**config.mk**
```make
export PLATFORM = sky130hd
export DESIGN_NAME = timer_capture_compare_pwm
export DESIGN_NICKNAME = d
export VERILOG_FILES = /design/src/verilog/tccp_pkg.sv /design/src/verilog/timer_capture_compare_pwm.sv /design/src/verilog/capcomp_unit.sv
export VERILOG_INCLUDE_DIRS = /design/src /design/src/verilog
export SDC_FILE = /design/constraint.sdc
export NUM_CORES = 1
export LEC_CHECK = 0
export ABC_AREA = 1
export BUFFER_PORTS_ARGS = -buffer_cell sky130_fd_sc_hd__buf_2
export CORE_ASPECT_RATIO = 0.6
export CORE_MARGIN = 3
export CORE_UTILIZATION = 54
export CTS_CLUSTER_SIZE = 25
export DETAILED_ROUTE_END_ITERATION = 8
export PLACE_DENSITY_LB_ADDON = 0.25
export REMOVE_ABC_BUFFERS = 1
export SLEW_MARGIN = 20
export SYNTH_ARGS = -nofsm -noshare
export SYNTH_HDL_FRONTEND = slang
export SYNTH_SLANG_ARGS = --single-unit
```
**constraint.sdc**
```tcl
create_clock -name clk -period 2.5 [get_ports clk]
set_input_delay 0.5 -clock clk [delete_from_list [all_inputs] [get_ports clk]]
set_output_delay 0.5 -clock clk [all_outputs]
set_load 0.03 [all_outputs]
```
**src/verilog/tccp_params.svh**
```systemverilog
`ifndef TCCP_PARAMS_SVH
`define TCCP_PARAMS_SVH
// Register byte offsets
`define T1_CTRL_OFS 8'h00
`define T1_COUNT_OFS 8'h04
`define T2_CTRL_OFS 8'h08
`define T2_COUNT_OFS 8'h0C
`define T2_PERIOD_OFS 8'h10
`define U1_CTRL_OFS 8'h14
`define U1_VALUE_OFS 8'h18
`define U2_CTRL_OFS 8'h1C
`define U2_VALUE_OFS 8'h20
`define FLAGS_OFS 8'h24
// First timer control fields
`define T1_ON_BIT 0
`define T1_EXT_BIT 1
`define T1_SYNC_BIT 2
`define T1_OSC_BIT 3
`define T1_PS_LO 4
// Second timer control fields
`define T2_PS_LO 0
`define T2_ON_BIT 2
`define T2_POST_LO 3
// Unit control fields
`define U_MODE_LO 0
`define U_DUTY_LO 4
// Flag positions
`define FLAG_T1_OVF 0
`define FLAG_T2_EVT 1
`define FLAG_U1_EVT 2
`define FLAG_U2_EVT 3
// Reset values
`define CTRL_RST 8'h00
`define COUNT_RST 16'h0000
`define PERIOD_RST 8'hFF
// Core clock divider for the instruction clock
`define OSC_DIV_LAST 2'h3
// Bus responses
`define RESP_OKAY 2'h0
`define RESP_SLVERR 2'h2
`endif

```
**src/verilog/tccp_pkg.sv**
```systemverilog
package tccp_pkg;
  typedef enum {unit_off, unit_capture, unit_compare, unit_pwm} unit_mode_t;

  // Mode from the four mode bits; 00xx other than 0000 is treated as off
  function automatic unit_mode_t decode_mode(input logic [3:0] m);
    case (m[3:2])
      2'h1: decode_mode = unit_capture;
      2'h2: decode_mode = unit_compare;
      2'h3: decode_mode = unit_pwm;
      default: decode_mode = unit_off;
    endcase
  endfunction

  // Byte strobes to a bit mask
  function automatic logic [31:0] lane_mask(input logic [3:0] s);
    lane_mask = {{8{s[3]}}, {8{s[2]}}, {8{s[1]}}, {8{s[0]}}};
  endfunction
endpackage

```
**src/verilog/timer_capture_compare_pwm.sv**
```systemverilog
// The implementer's own choices: the register addresses and the AXI4-Lite slave port.
`timescale 1ns/1ns
`include "tccp_params.svh"
// Behaviour
// - First timer counts only while enabled
// - Clock source: pin edges or osc over four
// - Optional sync of pin clock to oscillator
// - Control bit enables crystal oscillator circuit
// - First timer prescale one, two, four, eight
// - First timer count readable and loadable
// - Second timer prescale one, four, sixteen
// - Second timer counts only while enabled
// - Postscale divisor is field plus one
// - Second timer count and period accessible
// - Unit modes: off, capture, compare, PWM
// - Low mode bits pick mode variant
// - Control bits five, four: duty low bits
// - Compare value matched against first timer
// - Capture stores first timer count
// - Value low byte: duty high bits
// - Second unit identical to first
// - PWM uses second timer, drives pin
// - Compare match raises event flag
// - Capture latches count on pin edge
// - Flags: overflow, second timer, unit events
module timer_capture_compare_pwm
  import tccp_pkg::*;
(
  // Clock and reset
  input wire logic clk,
  input wire logic rst,
  // AXI4-Lite write channels
  input wire logic [7:0] s_axi_awaddr,
  input wire logic s_axi_awvalid,
  output logic s_axi_awready,
  input wire logic [31:0] s_axi_wdata,
  input wire logic [3:0] s_axi_wstrb,
  input wire logic s_axi_wvalid,
  output logic s_axi_wready,
  output logic [1:0] s_axi_bresp,
  output logic s_axi_bvalid,
  input wire logic s_axi_bready,
  // AXI4-Lite read channels
  input wire logic [7:0] s_axi_araddr,
  input wire logic s_axi_arvalid,
  output logic s_axi_arready,
  output logic [31:0] s_axi_rdata,
  output logic [1:0] s_axi_rresp,
  output logic s_axi_rvalid,
  input wire logic s_axi_rready,
  // Counting pin and oscillator
  input wire logic external_count_pin,
  output logic osc_circuit_enable,
  // Unit pins
  input wire logic unit_one_pin_in,
  output logic unit_one_pin_out,
  output logic unit_one_pin_oe,
  input wire logic unit_two_pin_in,
  output logic unit_two_pin_out,
  output logic unit_two_pin_oe,
  // Sticky event flags
  output logic [3:0] event_flags
);
  logic awready_q, wready_q, bvalid_q, arready_q, rvalid_q;
  logic aw_got_q, w_got_q;
  logic [1:0] bresp_q, rresp_q;
  logic [7:0] aw_addr_q;
  logic [31:0] wdata_q, wmask_q, rdata_q, rd_data;
  logic aw_take, w_take, ar_take, wr_go, wr_err, rd_err;
  logic aw_got_d, w_got_d, bvalid_d, rvalid_d;
  logic wsel_t1c, wsel_t1n, wsel_t2c, wsel_t2n, wsel_t2p;
  logic wsel_u1c, wsel_u1v, wsel_u2c, wsel_u2v, wsel_flg;
  logic [5:0] t1_ctrl_q, u1_ctrl_q, u2_ctrl_q;
  logic [6:0] t2_ctrl_q;
  logic [7:0] t2_period_q, t2_count_q;
  logic [15:0] t1_count_q, u1_value, u2_value;
  logic [2:0] pin_s1_q, pin_s2_q;
  logic ext_prev_q, ext_pend_q, ext_rise, osc_tick, t1_src, t1_step, t1_ovf;
  logic [1:0] osc_div_q, t2_frac;
  logic [2:0] t1_pre_q, t1_pmask;
  logic [3:0] t2_pre_q, t2_pmask, t2_post_q, flags_q, flag_set;
  logic t2_step, t2_restart, t2_event, u1_event, u2_event, t2_adv;
  logic [9:0] t2_fine;

  // Channel handshakes
  assign aw_take = s_axi_awvalid && awready_q;
  assign w_take = s_axi_wvalid && wready_q;
  assign ar_take = s_axi_arvalid && arready_q;
  assign wr_go = aw_got_q && w_got_q;
  assign aw_got_d = (aw_got_q || aw_take) && !wr_go;
  assign w_got_d = (w_got_q || w_take) && !wr_go;
  assign bvalid_d = wr_go || (bvalid_q && !s_axi_bready);
  assign rvalid_d = ar_take || (rvalid_q && !s_axi_rready);

  // Write side state
  always_ff @(posedge clk) begin
    if (rst) begin
      aw_got_q <= 1'b0;
      w_got_q <= 1'b0;
      bvalid_q <= 1'b0;
      awready_q <= 1'b0;
      wready_q <= 1'b0;
      bresp_q <= `RESP_OKAY;
    end else begin
      aw_got_q <= aw_got_d;
      w_got_q <= w_got_d;
      bvalid_q <= bvalid_d;
      awready_q <= !aw_got_d && !bvalid_d;
      wready_q <= !w_got_d && !bvalid_d;
      if (wr_go) bresp_q <= wr_err ? `RESP_SLVERR : `RESP_OKAY;
    end
  end

  // Write payload capture
  always_ff @(posedge clk) begin
    if (rst) begin
      aw_addr_q <= 8'h00;
      wdata_q <= 32'h0000_0000;
      wmask_q <= 32'h0000_0000;
    end else begin
      if (aw_take) aw_addr_q <= s_axi_awaddr;
      if (w_take) begin
        wdata_q <= s_axi_wdata;
        wmask_q <= lane_mask(s_axi_wstrb);
      end
    end
  end

  // Write address decode
  always_comb begin
    wsel_t1c = 1'b0;
    wsel_t1n = 1'b0;
    wsel_t2c = 1'b0;
    wsel_t2n = 1'b0;
    wsel_t2p = 1'b0;
    wsel_u1c = 1'b0;
    wsel_u1v = 1'b0;
    wsel_u2c = 1'b0;
    wsel_u2v = 1'b0;
    wsel_flg = 1'b0;
    wr_err = 1'b0;
    if (aw_addr_q == `T1_CTRL_OFS) wsel_t1c = wr_go;
    else if (aw_addr_q == `T1_COUNT_OFS) wsel_t1n = wr_go;
    else if (aw_addr_q == `T2_CTRL_OFS) wsel_t2c = wr_go;
    else if (aw_addr_q == `T2_COUNT_OFS) wsel_t2n = wr_go;
    else if (aw_addr_q == `T2_PERIOD_OFS) wsel_t2p = wr_go;
    else if (aw_addr_q == `U1_CTRL_OFS) wsel_u1c = wr_go;
    else if (aw_addr_q == `U1_VALUE_OFS) wsel_u1v = wr_go;
    else if (aw_addr_q == `U2_CTRL_OFS) wsel_u2c = wr_go;
    else if (aw_addr_q == `U2_VALUE_OFS) wsel_u2v = wr_go;
    else if (aw_addr_q == `FLAGS_OFS) wsel_flg = wr_go;
    else wr_err = 1'b1;
  end

  // Control and period registers, byte-lane merged
  always_ff @(posedge clk) begin
    if (rst) begin
      t1_ctrl_q <= 6'(`CTRL_RST);
      t2_ctrl_q <= 7'(`CTRL_RST);
      t2_period_q <= `PERIOD_RST;
      u1_ctrl_q <= 6'(`CTRL_RST);
      u2_ctrl_q <= 6'(`CTRL_RST);
    end else begin
      if (wsel_t1c) t1_ctrl_q <= (t1_ctrl_q & ~wmask_q[5:0]) | (wdata_q[5:0] & wmask_q[5:0]);
      if (wsel_t2c) t2_ctrl_q <= (t2_ctrl_q & ~wmask_q[6:0]) | (wdata_q[6:0] & wmask_q[6:0]);
      if (wsel_t2p) t2_period_q <= wmask_q[0] ? wdata_q[7:0] : t2_period_q;
      if (wsel_u1c) u1_ctrl_q <= (u1_ctrl_q & ~wmask_q[5:0]) | (wdata_q[5:0] & wmask_q[5:0]);
      if (wsel_u2c) u2_ctrl_q <= (u2_ctrl_q & ~wmask_q[5:0]) | (wdata_q[5:0] & wmask_q[5:0]);
    end
  end

  // Read decode
  always_comb begin
    rd_data = 32'h0000_0000;
    rd_err = 1'b0;
    if (s_axi_araddr == `T1_CTRL_OFS) rd_data = {26'h0, t1_ctrl_q};
    else if (s_axi_araddr == `T1_COUNT_OFS) rd_data = {16'h0000, t1_count_q};
    else if (s_axi_araddr == `T2_CTRL_OFS) rd_data = {25'h0, t2_ctrl_q};
    else if (s_axi_araddr == `T2_COUNT_OFS) rd_data = {24'h00_0000, t2_count_q};
    else if (s_axi_araddr == `T2_PERIOD_OFS) rd_data = {24'h00_0000, t2_period_q};
    else if (s_axi_araddr == `U1_CTRL_OFS) rd_data = {26'h0, u1_ctrl_q};
    else if (s_axi_araddr == `U1_VALUE_OFS) rd_data = {16'h0000, u1_value};
    else if (s_axi_araddr == `U2_CTRL_OFS) rd_data = {26'h0, u2_ctrl_q};
    else if (s_axi_araddr == `U2_VALUE_OFS) rd_data = {16'h0000, u2_value};
    else if (s_axi_araddr == `FLAGS_OFS) rd_data = {28'h000_0000, flags_q};
    else rd_err = 1'b1;
  end

  // Read side state
  always_ff @(posedge clk) begin
    if (rst) begin
      rvalid_q <= 1'b0;
      arready_q <= 1'b0;
      rdata_q <= 32'h0000_0000;
      rresp_q <= `RESP_OKAY;
    end else begin
      rvalid_q <= rvalid_d;
      arready_q <= !rvalid_d;
      if (ar_take) begin
        rdata_q <= rd_data;
        rresp_q <= rd_err ? `RESP_SLVERR : `RESP_OKAY;
      end
    end
  end

  // Pin synchronisers
  always_ff @(posedge clk) begin
    if (rst) begin
      pin_s1_q <= 3'h0;
      pin_s2_q <= 3'h0;
    end else begin
      pin_s1_q <= {unit_two_pin_in, unit_one_pin_in, external_count_pin};
      pin_s2_q <= pin_s1_q;
    end
  end

  // Instruction clock divider and pin edge tracking
  always_ff @(posedge clk) begin
    if (rst) begin
      osc_div_q <= 2'h0;
      ext_prev_q <= 1'b0;
      ext_pend_q <= 1'b0;
    end else begin
      osc_div_q <= osc_div_q + 2'h1;
      ext_prev_q <= pin_s2_q[0];
      if (osc_tick) ext_pend_q <= 1'b0;
      else if (ext_rise) ext_pend_q <= 1'b1;
    end
  end

  // First timer clock selection and prescale
  assign osc_tick = (osc_div_q == `OSC_DIV_LAST);
  assign ext_rise = pin_s2_q[0] && !ext_prev_q;
  always_comb begin
    if (!t1_ctrl_q[`T1_EXT_BIT]) t1_src = osc_tick;
    else if (t1_ctrl_q[`T1_SYNC_BIT]) t1_src = osc_tick && (ext_pend_q || ext_rise);
    else t1_src = ext_rise;
  end
  assign t1_pmask = {t1_ctrl_q[5:4] == 2'h3, t1_ctrl_q[5], t1_ctrl_q[5:4] != 2'h0};
  assign t1_step = t1_ctrl_q[`T1_ON_BIT] && t1_src && ((t1_pre_q & t1_pmask) == t1_pmask);
  assign t1_ovf = t1_step && (t1_count_q == 16'hFFFF) && !wsel_t1n;
  assign osc_circuit_enable = t1_ctrl_q[`T1_OSC_BIT];

  // First timer count; a software load wins over counting
  always_ff @(posedge clk) begin
    if (rst) begin
      t1_count_q <= `COUNT_RST;
      t1_pre_q <= 3'h0;
    end else if (wsel_t1n) begin
      t1_count_q <= (t1_count_q & ~wmask_q[15:0]) | (wdata_q[15:0] & wmask_q[15:0]);
      t1_pre_q <= 3'h0;
    end else if (t1_ctrl_q[`T1_ON_BIT] && t1_src) begin
      t1_pre_q <= t1_pre_q + 3'h1;
      if (t1_step) t1_count_q <= t1_count_q + 16'h0001;
    end
  end

  // Second timer prescale, period match and postscale
  assign t2_pmask = t2_ctrl_q[1] ? 4'hF : (t2_ctrl_q[0] ? 4'h3 : 4'h0);
  assign t2_step = t2_ctrl_q[`T2_ON_BIT] && osc_tick && ((t2_pre_q & t2_pmask) == t2_pmask);
  assign t2_restart = t2_step && (t2_count_q == t2_period_q) && !wsel_t2n;
  assign t2_event = t2_restart && (t2_post_q == t2_ctrl_q[`T2_POST_LO +: 4]);
  assign t2_frac = t2_ctrl_q[1] ? t2_pre_q[3:2] : (t2_ctrl_q[0] ? t2_pre_q[1:0] : osc_div_q);
  // Fine count as it stands after this edge, so the registered pin falls on time
  assign t2_adv = (t2_pmask == 4'h0) || (t2_ctrl_q[`T2_ON_BIT] && osc_tick);
  assign t2_fine = {t2_count_q, t2_frac} + {9'h000, t2_adv};
  always_ff @(posedge clk) begin
    if (rst) begin
      t2_count_q <= 8'h00;
      t2_pre_q <= 4'h0;
      t2_post_q <= 4'h0;
    end else begin
      if (wsel_t2n) begin
        t2_count_q <= wmask_q[0] ? wdata_q[7:0] : t2_count_q;
        t2_pre_q <= 4'h0;
      end else if (t2_ctrl_q[`T2_ON_BIT] && osc_tick) begin
        t2_pre_q <= t2_pre_q + 4'h1;
        if (t2_restart) t2_count_q <= 8'h00;
        else if (t2_step) t2_count_q <= t2_count_q + 8'h01;
      end
      if (t2_event) t2_post_q <= 4'h0;
      else if (t2_restart) t2_post_q <= t2_post_q + 4'h1;
    end
  end

  // Sticky flags; a new event wins over a write-one clear
  assign flag_set = {u2_event, u1_event, t2_event, t1_ovf};
  always_ff @(posedge clk) begin
    if (rst) flags_q <= 4'h0;
    else if (wsel_flg) flags_q <= (flags_q & ~(wdata_q[3:0] & wmask_q[3:0])) | flag_set;
    else flags_q <= flags_q | flag_set;
  end

  // First capture/compare unit
  capcomp_unit #(.TW(16)) unit_one (
    .clk(clk),
    .rst(rst),
    .ctrl(u1_ctrl_q),
    .value_wr(wsel_u1v),
    .value_wdata(wdata_q[15:0]),
    .value_wmask(wmask_q[15:0]),
    .value_q(u1_value),
    .t1_count(t1_count_q),
    .t2_restart(t2_restart),
    .t2_fine(t2_fine),
    .pin_sync(pin_s2_q[1]),
    .pin_out_q(unit_one_pin_out),
    .pin_oe_q(unit_one_pin_oe),
    .event_q(u1_event)
  );

  // Second unit, same logic as the first
  capcomp_unit #(.TW(16)) unit_two (
    .clk(clk),
    .rst(rst),
    .ctrl(u2_ctrl_q),
    .value_wr(wsel_u2v),
    .value_wdata(wdata_q[15:0]),
    .value_wmask(wmask_q[15:0]),
    .value_q(u2_value),
    .t1_count(t1_count_q),
    .t2_restart(t2_restart),
    .t2_fine(t2_fine),
    .pin_sync(pin_s2_q[2]),
    .pin_out_q(unit_two_pin_out),
    .pin_oe_q(unit_two_pin_oe),
    .event_q(u2_event)
  );

  // Bus outputs from flops
  assign s_axi_awready = awready_q;
  assign s_axi_wready = wready_q;
  assign s_axi_bvalid = bvalid_q;
  assign s_axi_bresp = bresp_q;
  assign s_axi_arready = arready_q;
  assign s_axi_rvalid = rvalid_q;
  assign s_axi_rdata = rdata_q;
  assign s_axi_rresp = rresp_q;
  assign event_flags = flags_q;
endmodule // timer_capture_compare_pwm

```
**src/verilog/capcomp_unit.sv**
```systemverilog
`timescale 1ns/1ns
`include "tccp_params.svh"
module capcomp_unit
  import tccp_pkg::*;
#(parameter int TW = 16) (
  // Clock and reset
  input wire logic clk,
  input wire logic rst,
  // Control and value access
  input wire logic [5:0] ctrl,
  input wire logic value_wr,
  input wire logic [TW-1:0] value_wdata,
  input wire logic [TW-1:0] value_wmask,
  output logic [TW-1:0] value_q,
  // Time bases
  input wire logic [TW-1:0] t1_count,
  input wire logic t2_restart,
  input wire logic [9:0] t2_fine,
  // Pin and event
  input wire logic pin_sync,
  output logic pin_out_q,
  output logic pin_oe_q,
  output logic event_q
);
  unit_mode_t mode;
  logic [1:0] variant;
  logic pin_prev_q;
  logic [3:0] edge_cnt_q;
  logic rise, fall, cap_fire, eq_q, hit;
  logic [9:0] duty_q, duty_next;

  // Mode, variant and duty assembly
  assign mode = decode_mode(ctrl[`U_MODE_LO +: 4]);
  assign variant = ctrl[1:0];
  assign duty_next = {value_q[7:0], ctrl[`U_DUTY_LO +: 2]};
  assign rise = pin_sync & ~pin_prev_q;
  assign fall = ~pin_sync & pin_prev_q;
  assign hit = (mode == unit_compare) && (t1_count == value_q) && !eq_q;

  // Capture edge choice: fall, rise, every 4th or 16th rise
  always_comb begin
    case (variant)
      2'h0: cap_fire = fall;
      2'h1: cap_fire = rise;
      2'h2: cap_fire = rise && (edge_cnt_q[1:0] == 2'h3);
      default: cap_fire = rise && (edge_cnt_q == 4'hF);
    endcase
  end

  // Edge history and rise counter
  always_ff @(posedge clk) begin
    if (rst) begin
      pin_prev_q <= 1'b0;
      edge_cnt_q <= 4'h0;
      eq_q <= 1'b0;
    end else begin
      pin_prev_q <= pin_sync;
      eq_q <= (t1_count == value_q);
      if (mode != unit_capture) edge_cnt_q <= 4'h0;
      else if (rise) edge_cnt_q <= edge_cnt_q + 4'h1;
    end
  end

  // Value register; a capture wins over a software write
  always_ff @(posedge clk) begin
    if (rst) value_q <= TW'(`COUNT_RST);
    else if (mode == unit_capture && cap_fire) value_q <= t1_count;
    else if (value_wr) value_q <= (value_q & ~value_wmask) | (value_wdata & value_wmask);
  end

  // Event pulse on capture or match
  always_ff @(posedge clk) begin
    if (rst) event_q <= 1'b0;
    else event_q <= (mode == unit_capture && cap_fire) || hit;
  end

  // Pin drive per mode
  always_ff @(posedge clk) begin
    if (rst) begin
      pin_out_q <= 1'b0;
      pin_oe_q <= 1'b0;
      duty_q <= 10'h000;
    end else begin
      case (mode)
        unit_compare: begin
          pin_oe_q <= !variant[1];
          if (hit && !variant[1]) pin_out_q <= !variant[0];
        end
        unit_pwm: begin
          pin_oe_q <= 1'b1;
          if (t2_restart) begin
            duty_q <= duty_next;
            pin_out_q <= (duty_next != 10'h000);
          end else if (t2_fine >= duty_q) begin
            pin_out_q <= 1'b0;
          end
        end
        default: begin
          pin_oe_q <= 1'b0;
          pin_out_q <= 1'b0;
        end
      endcase
    end
  end
endmodule // capcomp_unit

```
==> impl_metrics.py, run 1 <==
metrics = {
    "outcome": {
        "status": "finished with violations",
        "failed_checks": "setup timing",
    },
    "cells_and_area": {
        "synthToLayoutAreaGrowth_pct": 15.7,
        "final_util_pct": 64.3,
        "drive_gt1_share_pct": 14.8,
        "fillCellCount": 1906,
        "n_antenna_cell": 0,
        "fin_nets": 1873,
        "fin_cells": 2068,
    },
    "timing": {
        "period_share_pct": 115,
        "drv_slew": 0,
        "maxSlewHeadroom_pct": 52.6,
        "finalHoldViolCount": 0,
        "tightest_slew_ns": 0.711,
        "min_period_ns": 2.87,
        "setup_tns_ns": -0.719,
        "fin_hold_ws_ns": 0.200,
        "rsz0062_at_grt": "yes",
        "skew_ns": 0.0112,
        "worst_slack_ns": -0.372,
        "setup_viol": 2,
        "fmax_mhz": 348,
    },
    "clock_tree": {
        "ctsHoldBuffers": 0,
        "h-tree-depth": 1,
        "cts_root_buffer": "clkbuf_16",
        "cts_tree": "yes",
        "cts_made_buffers": 20,
        "insertion_delay_ns": 0.50,
        "cts.sinks": 203,
        "clk_path_buf_depth": 3,
        "clk_pin_slew_ns": 0.06,
    },
    "worst_setup_path": {
        "r2r_cells": 17,
        "crit_type": "register to register",
        "critPathBufInv": 1,
        "crit_path_cell_trace": "buf_6 > nand2_4 > a21oi_2 > ha_2 > nand3_2 > nand3b_1 > nor3_2 > xor2_1 > ha_1 > a21o_1 > nor2_2 > nand3_2 > nor2_4 > nand3_2 > nand2_1 > nand2_1 > a21oi_1",
        "r2r-end": "unit_two.pin_out_q$_SDFFE_PP0P_",
        "worstPathArrival_ns": 3.30,
        "cp_max_fo": 2,
        "cp_slowest_cell": "dfxtp_2",
        "crit_required_ns": 2.93,
        "max_stage_delay_ns": 0.36,
        "critPathTopFamily": "simple AND/OR/NAND/NOR gates",
        "cpMostUsedCell": "nand3_2",
        "rrSetupSlack_ns": -0.37,
        "critPathCaptureType": "register",
        "worst_setup_path_start_kind": "register",
        "r2r-start": "osc_div_q[0]$_SDFF_PP0_",
    },
    "global_routing": {
        "grt_max_degree": 129,
        "use_met3_pct": 14.2,
        "grt-ovfl-total": 0,
        "met2_usage_pct": 40.0,
        "grt_pass1_vias": 10200,
        "grt_usage_pct": 32.5,
        "antenna_found_initial": 2,
        "grt_pass1_wl_um": 57500,
        "grt.busiest_layer": "met1",
        "use_met1_pct": 51.1,
    },
    "power": {
        "vdd_drop_max_v": 0.000552,
        "p_per_area_mw_per_mm2": 550,
        "power_mw": 7.15,
        "p_leak_nw": 5.82,
    },
    "drt": {
        "routedWlPerCell_um": 18.6,
        "wl_um": 38400,
        "vias": 11800,
        "drtIter0Drc": 1507,
        "ant_nets": 0,
        "drc": 0,
        "vias_per_cell": 5.71,
        "drt_pre_antenna_iters": 6,
    },
    "floorplanning": {
        "die_h_um": 118,
        "top_level_ports": 112,
        "coreArea_mm2": 0.0202,
        "die_area_mm2": 0.0226,
        "rows": 40,
        "start_util_pct": 55.6,
        "chipWidth_um": 192,
    },
    "logic_synthesis": {
        "synthCells": 1680,
        "synth_area_mm2": 0.0112,
        "avgSynthCellArea_um2": 6.69,
        "yosysTopAreaCellShare_pct": 36.2,
        "synth_top_cell_by_area": "dfxtp_1",
        "synth.top_cells.by_count": "nand2_1 (405), dfxtp_1 (203), inv_1 (199)",
        "synth.yosys.seq_area_share_pct": 36.2,
        "synth_warnings": 0,
        "synth_area_leaders": "dfxtp_1 (36%), nand2_1 (14%), a21oi_1 (6.7%)",
        "synth.distinct_cells": 53,
        "synth_edf_count": 0,
        "synth_flop_cell": "dfxtp_1",
        "synth.most_common_cell": "nand2_1",
        "synthArstFlopShare_pct": 0,
        "synth-seq-cells": 203,
    },
    "hold_path": {
        "hold_path_end": "pin_s1_q[0]$_SDFF_PP0_",
        "whs_path_depth": 3,
        "hold_start": "external_count_pin",
        "worstHoldPathType": "primary input to register",
    },
    "placement": {
        "place_inst": 2029,
        "io_buffers": 75,
        "place_hpwl_um": 28600,
        "gp_congestion": 1.01,
    },
    "run": {
        "maxCapViolCount": 0,
    },
}
-- cell type report --
type	count	area [um2]	area share, %
multi-input cells	1191	6100	47.0
inverters	216	822	6.32
flip-flops and latches	203	4070	31.3
clock inverters	8	124	0.953
clock buffers	28	562	4.32
well taps	273	342	2.63
repair buffers	149	976	7.51
-- per-stage QoR --
step	cell area, um2	setup slack [ns]
after detailed placement	12100	-0.630
after CTS	13000	-0.329
after global routing	13000	-0.564
after floorplan	10800	-0.206
final	13000	-0.372
after global placement	12100	-0.493
-- worst reg2reg max path, stage by stage, from the launching register on --
cell      delay (ns)
dfxtp_2         0.36
buf_6           0.12
nand2_4         0.05
a21oi_2         0.13
ha_2            0.22
nand3_2         0.11
nand3b_1        0.24
nor3_2          0.15
xor2_1          0.22
ha_1            0.28
a21o_1          0.20
nor2_2          0.14
nand3_2         0.10
nor2_4          0.14
nand3_2         0.11
nand2_1         0.08
nand2_1         0.05
a21oi_1         0.11
-- per-layer routing --
metal / vias to the layer above / part of all wire (%)
li1: 5612 / -
met1: 5358 / 45
met2: 740 / 36
met3: 86 / 17
met4: 4 / 2.1
met5: - / 0.039
-- cell families (layout without fill, tap and decap cells) --
| family | after synthesis | in the layout | synth area share (%) |
|---|---|---|---|
| compound gates | 373 | 373 | 18.2 |
| xor+xnor | 34 | 34 | 2.65 |
| fa+ha+maj | 30 | 30 | 3.34 |
| buf+inv | 303 | 401 | 11.7 |
| flops | 203 | 203 | 36.2 |
| other cells | 1 | 18 | 0.0334 |
| simple gates | 736 | 736 | 27.9 |
-- cell usage in the layout (no fill, tap or decap), types with 12 or more instances in the layout --
master | synthesis | layout
a21oi_1 | 150 | 147
a31oi_1 | 20 | 20
buf_2 | 19 | 75
buf_4 | 23 | 69
clkbuf_16 | 0 | 21
conb_1 | 1 | 18
dfxtp_1 | 203 | 199
ha_1 | 30 | 24
inv_1 | 199 | 196
inv_2 | 12 | 15
nand2_1 | 405 | 399
nand3_1 | 72 | 69
nand4_1 | 19 | 19
nor2_1 | 170 | 165
nor3_1 | 25 | 24
o211ai_1 | 15 | 15
o21ai_0 | 142 | 141
o21ai_1 | 12 | 12
xor2_1 | 29 | 27
-- power by group --
group,switching (mW),internal [mW]
Combinational,0.387,0.175
Sequential,0.0556,3.29
Clock,1.34,1.89
Total,1.79,5.36
-- worst max-delay path by stage --
stage | from | slack [ns] | cells past startpoint | to
after floorplan | osc_div_q[0]$_SDFF_PP0_ | -0.21 | 17 | unit_one.pin_out_q$_SDFFE_PP0P_
after global placement | osc_div_q[0]$_SDFF_PP0_ | -0.49 | 18 | unit_two.pin_out_q$_SDFFE_PP0P_
after detailed placement | osc_div_q[0]$_SDFF_PP0_ | -0.63 | 18 | unit_two.pin_out_q$_SDFFE_PP0P_
after CTS | osc_div_q[0]$_SDFF_PP0_ | -0.33 | 17 | unit_two.pin_out_q$_SDFFE_PP0P_
after global routing | osc_div_q[0]$_SDFF_PP0_ | -0.56 | 17 | unit_two.pin_out_q$_SDFFE_PP0P_
final | osc_div_q[0]$_SDFF_PP0_ | -0.37 | 17 | unit_two.pin_out_q$_SDFFE_PP0P_
-- timing repair --
action / CTS / global route
endpoints found under the setup margin: 2 / 2
setup buffers: 4 / 0
pin swaps: 21 / 3
gates resized for setup: 35 / 9
(Power assumes the default switching activity.)
==> run 2: changes to the inputs <==
--- a/config.mk
+++ b/config.mk
@@ -6,7 +6,6 @@
 export SDC_FILE = /design/constraint.sdc
 export NUM_CORES = 1
 export LEC_CHECK = 0
-export ABC_AREA = 1
 export BUFFER_PORTS_ARGS = -buffer_cell sky130_fd_sc_hd__buf_2
 export CORE_ASPECT_RATIO = 0.6
 export CORE_MARGIN = 3
==> impl_metrics.py, run 2 <==
metrics = {
    "clock_tree": {
        "cts.sinks": 203,
        "cts_tree": "yes",
        "clk_pin_slew_ns": 0.06,
        "cts_made_buffers": 20,
        "insertion_delay_ns": 0.50,
        "cts_root_buffer": "clkbuf_16",
        "clk_path_buf_depth": 3,
        "h-tree-depth": 1,
    },
    "logic_synthesis": {
        "synthCells": 1345,
        "synth_warnings": 0,
        "synth-seq-cells": 203,
        "synth_edf_count": 0,
        "synth.most_common_cell": "dfxtp_1",
        "avgSynthCellArea_um2": 8.06,
        "synth_area_leaders": "dfxtp_1 (37%), nand2_1 (5.7%), mux2i_1 (5.4%)",
        "synth_flop_cell": "dfxtp_1",
        "synth.yosys.seq_area_share_pct": 37.5,
        "synth.top_cells.by_count": "dfxtp_1 (203), nand2_1 (166), nor2_1 (151)",
        "synth_top_cell_by_area": "dfxtp_1",
        "yosysTopAreaCellShare_pct": 37.5,
        "synth.distinct_cells": 71,
        "synth_area_mm2": 0.0108,
        "synthArstFlopShare_pct": 0,
    },
    "timing": {
        "finalHoldViolCount": 0,
        "maxSlewHeadroom_pct": 54.1,
        "fin_hold_ws_ns": 0.213,
        "worst_slack_ns": -0.200,
        "min_period_ns": 2.70,
        "setup_tns_ns": -0.394,
        "skew_ns": 0.0112,
        "setup_viol": 2,
        "period_share_pct": 108,
        "rsz0062_at_grt": "yes",
        "fmax_mhz": 370,
        "tightest_slew_ns": 0.689,
        "drv_slew": 0,
    },
    "power": {
        "vdd_drop_max_v": 0.000412,
        "p_leak_nw": 5.14,
        "p_per_area_mw_per_mm2": 533,
        "power_mw": 6.86,
    },
    "placement": {
        "io_buffers": 75,
        "post-place-ws_ns": -0.461,
        "place_hpwl_um": 25900,
        "gp_congestion": 1.08,
        "dpl_cell_area_mm2": 0.0119,
        "place_inst": 1690,
    },
    "global_routing": {
        "grt_pass1_vias": 9734,
        "antenna_found_initial": 0,
        "grt_pass1_wl_um": 54700,
        "grt_usage_pct": 31.6,
        "grt-ovfl-total": 0,
        "grt_max_degree": 62,
    },
    "drt": {
        "met2_length_um": 13900,
        "drt_pre_antenna_iters": 6,
        "drtIter0Drc": 1131,
        "vias": 10400,
        "wl_um": 35200,
        "wl_met3_um": 4530,
        "routedWlPerCell_um": 20.4,
        "vias_per_cell": 6.03,
        "ant_nets": 0,
        "top_layer": "met4",
        "wl_met1_um": 16200,
        "drc": 0,
    },
    "cells_and_area": {
        "fin_cells": 1722,
        "fin_area_mm2": 0.0129,
        "fin_nets": 1539,
        "drive_gt1_share_pct": 18.8,
        "final-seq-area_mm2": 0.00408,
        "multiInputGateArea_mm2": 0.00649,
        "final_common_cell": "dfxtp_1",
        "fillCellCount": 1658,
        "synthToLayoutAreaGrowth_pct": 18.7,
        "final_util_pct": 66.4,
        "n_antenna_cell": 0,
        "mostFrequentLayoutCells": "dfxtp_1 (200), nand2_1 (164), nor2_1 (149), a21oi_1 (111), buf_4 (105)",
    },
    "worst_setup_path": {
        "cp_max_fo": 3,
        "critPathCaptureType": "register",
        "rrSetupSlack_ns": -0.20,
        "crit_type": "register to register",
        "crit_path_cell_trace": "ha_4 > nand2_2 > o21ai_1 > ha_2 > and3_4 > nand3_4 > buf_6 > xnor2_4 > ha_4 > nand4_1 > nand3_1 > o21ai_1 > a2bb2oi_2 > mux2_4",
        "worst_setup_path_start_kind": "register",
        "r2r_cells": 14,
        "critical_path_depth": 14,
        "crit_required_ns": 2.89,
        "critPathTopFamily": "adder cells",
        "max_stage_delay_ns": 0.36,
        "critPathBufInv": 1,
        "cp_slowest_cell": "dfxtp_4",
        "worstPathArrival_ns": 3.09,
    },
    "hold_path": {
        "worstHoldPathType": "primary input to register",
        "whs_path_depth": 2,
    },
    "floorplanning": {
        "die_h_um": 116,
        "start_util_pct": 56.0,
        "chipWidth_um": 189,
        "rows": 39,
        "top_level_ports": 112,
        "coreArea_mm2": 0.0194,
        "die_area_mm2": 0.0219,
    },
    "outcome": {
        "failed_checks": "setup timing",
        "status": "finished with violations",
    },
    "run": {
        "maxCapViolCount": 0,
    },
}
## run 2: cell types whose count changed in the layout (fill, tap and decap cells not counted), sizes merged, moves of 30 or more
cell | before | now
a211oi | 11 | 41
nand2 | 411 | 166
mux2i | 0 | 59
a21oi | 152 | 115
buf | 149 | 183
inv | 214 | 27
nand3 | 72 | 41
o21ai | 158 | 50
xnor2 | 5 | 45
nor2 | 187 | 151
nor2b | 0 | 32
## run 2: cell families (layout without fill, tap and decap cells)
kind of cell | Yosys count | after routing | synth area share [%]
AOI/OAI and AO/OA | 287 | 287 | 17.0
xor gates and xnor gates | 70 | 70 | 5.66
adders and majority gates | 30 | 30 | 3.46
buffers and inverters | 147 | 241 | 5.84
DFF | 203 | 203 | 37.5
muxes | 70 | 70 | 6.59
other | 1 | 18 | 0.0346
and+or+nand+nor | 537 | 537 | 24.0
## run 2: final cells by class
type | count | share of cell area [%]
multi-input cells | 1012 | 50.4
inverters | 27 | 0.788
clock inverters | 1 | 0.233
well taps | 266 | 2.59
repair buffers | 183 | 9.49
flip-flops and latches | 203 | 31.7
clock buffers | 30 | 4.81
## run 2: where the power goes
part           internal, mW  switching [mW]
Combinational         0.162           0.309
Clock                  1.80            1.25
Sequential             3.28          0.0601
Total                  5.24            1.62
## run 2: final timing paths
check	from	to
max	osc_div_q[1]$_SDFF_PP0_	unit_one.pin_out_q$_SDFFE_PP0P_
min reg2reg	pin_s1_q[1]$_SDFF_PP0_	pin_s2_q[1]$_SDFF_PP0_
max reg2reg	osc_div_q[1]$_SDFF_PP0_	unit_one.pin_out_q$_SDFFE_PP0P_
min	unit_one_pin_in	pin_s1_q[1]$_SDFF_PP0_
## run 2: repair_timing
action                     in CTS  in global routing
pin swaps                      14                  8
hold buffers                    0                  0
resized for setup              38                 13
setup buffers                   1                  0
setup endpoints to repair       2                  2
cloned                          0                  0
## run 2: layer usage
layer,track usage (%),up-vias
li1,-,4884
met1,48.1,4881
met2,43.9,564
met3,9.67,47
met4,5.95,0
met5,0,-
## run 2: worst reg2reg max path, stage by stage, from the launching register on
cell	delay [ns]
dfxtp_4	0.36
ha_4	0.13
nand2_2	0.05
o21ai_1	0.08
ha_2	0.25
and3_4	0.22
nand3_4	0.09
buf_6	0.15
xnor2_4	0.24
ha_4	0.25
nand4_1	0.12
nand3_1	0.10
o21ai_1	0.16
a2bb2oi_2	0.08
mux2_4	0.30
==> run 3: changes to the inputs <==
--- a/config.mk
+++ b/config.mk
@@ -8,12 +8,13 @@
 export LEC_CHECK = 0
 export BUFFER_PORTS_ARGS = -buffer_cell sky130_fd_sc_hd__buf_2
 export CORE_ASPECT_RATIO = 0.6
-export CORE_MARGIN = 3
-export CORE_UTILIZATION = 54
+export CORE_MARGIN = 2
+export CORE_UTILIZATION = 55
 export CTS_CLUSTER_SIZE = 25
 export DETAILED_ROUTE_END_ITERATION = 8
 export PLACE_DENSITY_LB_ADDON = 0.25
 export REMOVE_ABC_BUFFERS = 1
+export SKIP_CTS_REPAIR_TIMING = 1
 export SLEW_MARGIN = 20
 export SYNTH_ARGS = -nofsm -noshare
 export SYNTH_HDL_FRONTEND = slang
==> constraint.sdc (replaced) <==
create_clock -name clk -period 3.2 [get_ports clk]
set_input_delay 0.64 -clock clk [delete_from_list [all_inputs] [get_ports clk]]
set_output_delay 0.64 -clock clk [all_outputs]
set_load 0.03 [all_outputs]
==> impl_metrics.py, run 3 (same netlist as run 2, synthesis figures left out) <==
metrics = {
    "placement": {
        "place_inst": 1636,
        "place_hpwl_um": 24400,
        "io_buffers": 75,
        "gp_congestion": 0.997,
    },
    "clock_tree": {
        "insertion_delay_ns": 0.50,
        "clk_pin_slew_ns": 0.07,
        "clk_path_buf_depth": 3,
        "h-tree-depth": 1,
        "cts.sinks": 203,
        "cts_made_buffers": 20,
        "cts_tree": "yes",
        "cts_root_buffer": "clkbuf_16",
    },
    "drt": {
        "drt_pre_antenna_iters": 6,
        "drc": 0,
        "vias_per_cell": 6.07,
        "wl_um": 33800,
        "routedWlPerCell_um": 20.2,
        "vias": 10100,
        "drtIter0Drc": 1165,
        "ant_nets": 0,
    },
    "global_routing": {
        "grt_usage_pct": 32.2,
        "grt.busiest_layer": "met1",
        "met2_usage_pct": 42.6,
        "grt_pass1_vias": 9031,
        "antenna_found_initial": 0,
        "use_met3_pct": 9.33,
        "grt_pass1_wl_um": 51800,
        "use_met1_pct": 50.5,
        "grt_max_degree": 85,
        "grt-ovfl-total": 0,
    },
    "worst_setup_path": {
        "critPathCaptureType": "register",
        "crit_required_ns": 3.58,
        "worst_setup_path_start_kind": "register",
        "r2r-end": "unit_two.pin_out_q$_SDFFE_PP0P_",
        "cp_max_fo": 3,
        "worstPathArrival_ns": 3.39,
        "r2r-start": "osc_div_q[0]$_SDFF_PP0_",
        "crit_type": "register to register",
        "rrSetupSlack_ns": 0.19,
        "r2r_cells": 12,
    },
    "timing": {
        "finalHoldViolCount": 0,
        "drv_slew": 0,
        "fmax_mhz": 332,
        "min_period_ns": 3.01,
        "setup_viol": 0,
        "tightest_slew_ns": 0.853,
        "maxSlewHeadroom_pct": 43.2,
        "setup_tns_ns": 0,
        "period_share_pct": 94.1,
        "fin_hold_ws_ns": 0.358,
        "skew_ns": 0.0128,
    },
    "floorplanning": {
        "chipWidth_um": 185,
        "top_level_ports": 112,
        "coreArea_mm2": 0.0192,
        "die_area_mm2": 0.0209,
        "die_h_um": 113,
        "start_util_pct": 56.5,
        "rows": 39,
    },
    "outcome": {
        "status": "complete, no violations",
    },
    "cells_and_area": {
        "final_util_pct": 63.9,
        "fillCellCount": 1724,
        "drive_gt1_share_pct": 14.2,
        "n_antenna_cell": 0,
        "mostFrequentLayoutCells": "dfxtp_1 (202), nand2_1 (166), nor2_1 (150), a21oi_1 (113), buf_2 (74)",
        "synthToLayoutAreaGrowth_pct": 13.0,
        "final_common_cell": "dfxtp_1",
        "fin_cells": 1672,
        "fin_nets": 1484,
    },
    "power": {
        "p_leak_nw": 4.86,
        "p_per_area_mw_per_mm2": 446,
        "vdd_drop_max_v": 0.000335,
    },
    "hold_path": {
        "hold_path_end": "pin_s1_q[2]$_SDFF_PP0_",
        "worstHoldPathType": "primary input to register",
        "whs_path_depth": 2,
        "hold_start": "unit_two_pin_in",
    },
    "run": {
        "maxCapViolCount": 0,
    },
}
## run 3: critical path: stages, from the launching register on
cell       delay [ns]
dfxtp_1          0.37
ha_1             0.18
nand2_1          0.07
o21ai_0          0.10
ha_1             0.25
and3_1           0.20
nand3_1          0.17
nor2_2           0.20
xor2_2           0.27
ha_1             0.31
a2111oi_2        0.38
a21oi_1          0.13
mux2_2           0.28
## run 3: how the worst max path moves through the flow
stage | start | to | slack (ns) | cells past startpoint
after floorplan | register | register | -0.69 | 6
after global placement | register | unit_two.pin_out_q$_SDFFE_PP0P_ | 0.18 | 11
after detailed placement | register | unit_two.pin_out_q$_SDFFE_PP0P_ | 0.07 | 11
after CTS | register | unit_two.pin_out_q$_SDFFE_PP0P_ | 0.05 | 11
after global routing | osc_div_q[0]$_SDFF_PP0_ | unit_two.pin_out_q$_SDFFE_PP0P_ | -0.006 | 12
final | osc_div_q[0]$_SDFF_PP0_ | unit_two.pin_out_q$_SDFFE_PP0P_ | 0.19 | 12
## run 3: layer usage
layer | vias to the layer above | share of wire (%)
met5 | - | 0
met4 | 0 | 2.1
met2 | 550 | 38
met1 | 4763 | 47
li1 | 4781 | -
met3 | 54 | 13
## run 3: metrics by stage
stage | power (mW) | setup WS [ns] | area, um2
floorplan | 2.82 | -0.695 | 10400
global placement | 2.99 | 0.178 | 11500
detailed placement | 3.00 | 0.0685 | 11500
CTS | 5.47 | 0.0491 | 12200
global route | 5.61 | -0.00586 | 12300
finish | 5.46 | 0.190 | 12300
## run 3: area by class of cell
| type | instances | area [um2] | share of cell area [%] |
|---|---|---|---|
| clock buffer | 28 | 602 | 4.91 |
| clock inverter | 8 | 96.3 | 0.786 |
| inverter | 27 | 101 | 0.827 |
| multi-input combinational | 1012 | 6260 | 51.1 |
| sequential | 203 | 4070 | 33.2 |
| tap | 266 | 333 | 2.72 |
| timing repair buffer | 128 | 792 | 6.46 |
## run 3: where the power goes
part	switching, mW	total [mW]	internal [mW]
combinational	0.228	0.337	0.109
clock	1.03	2.51	1.48
sequential	0.0491	2.61	2.56
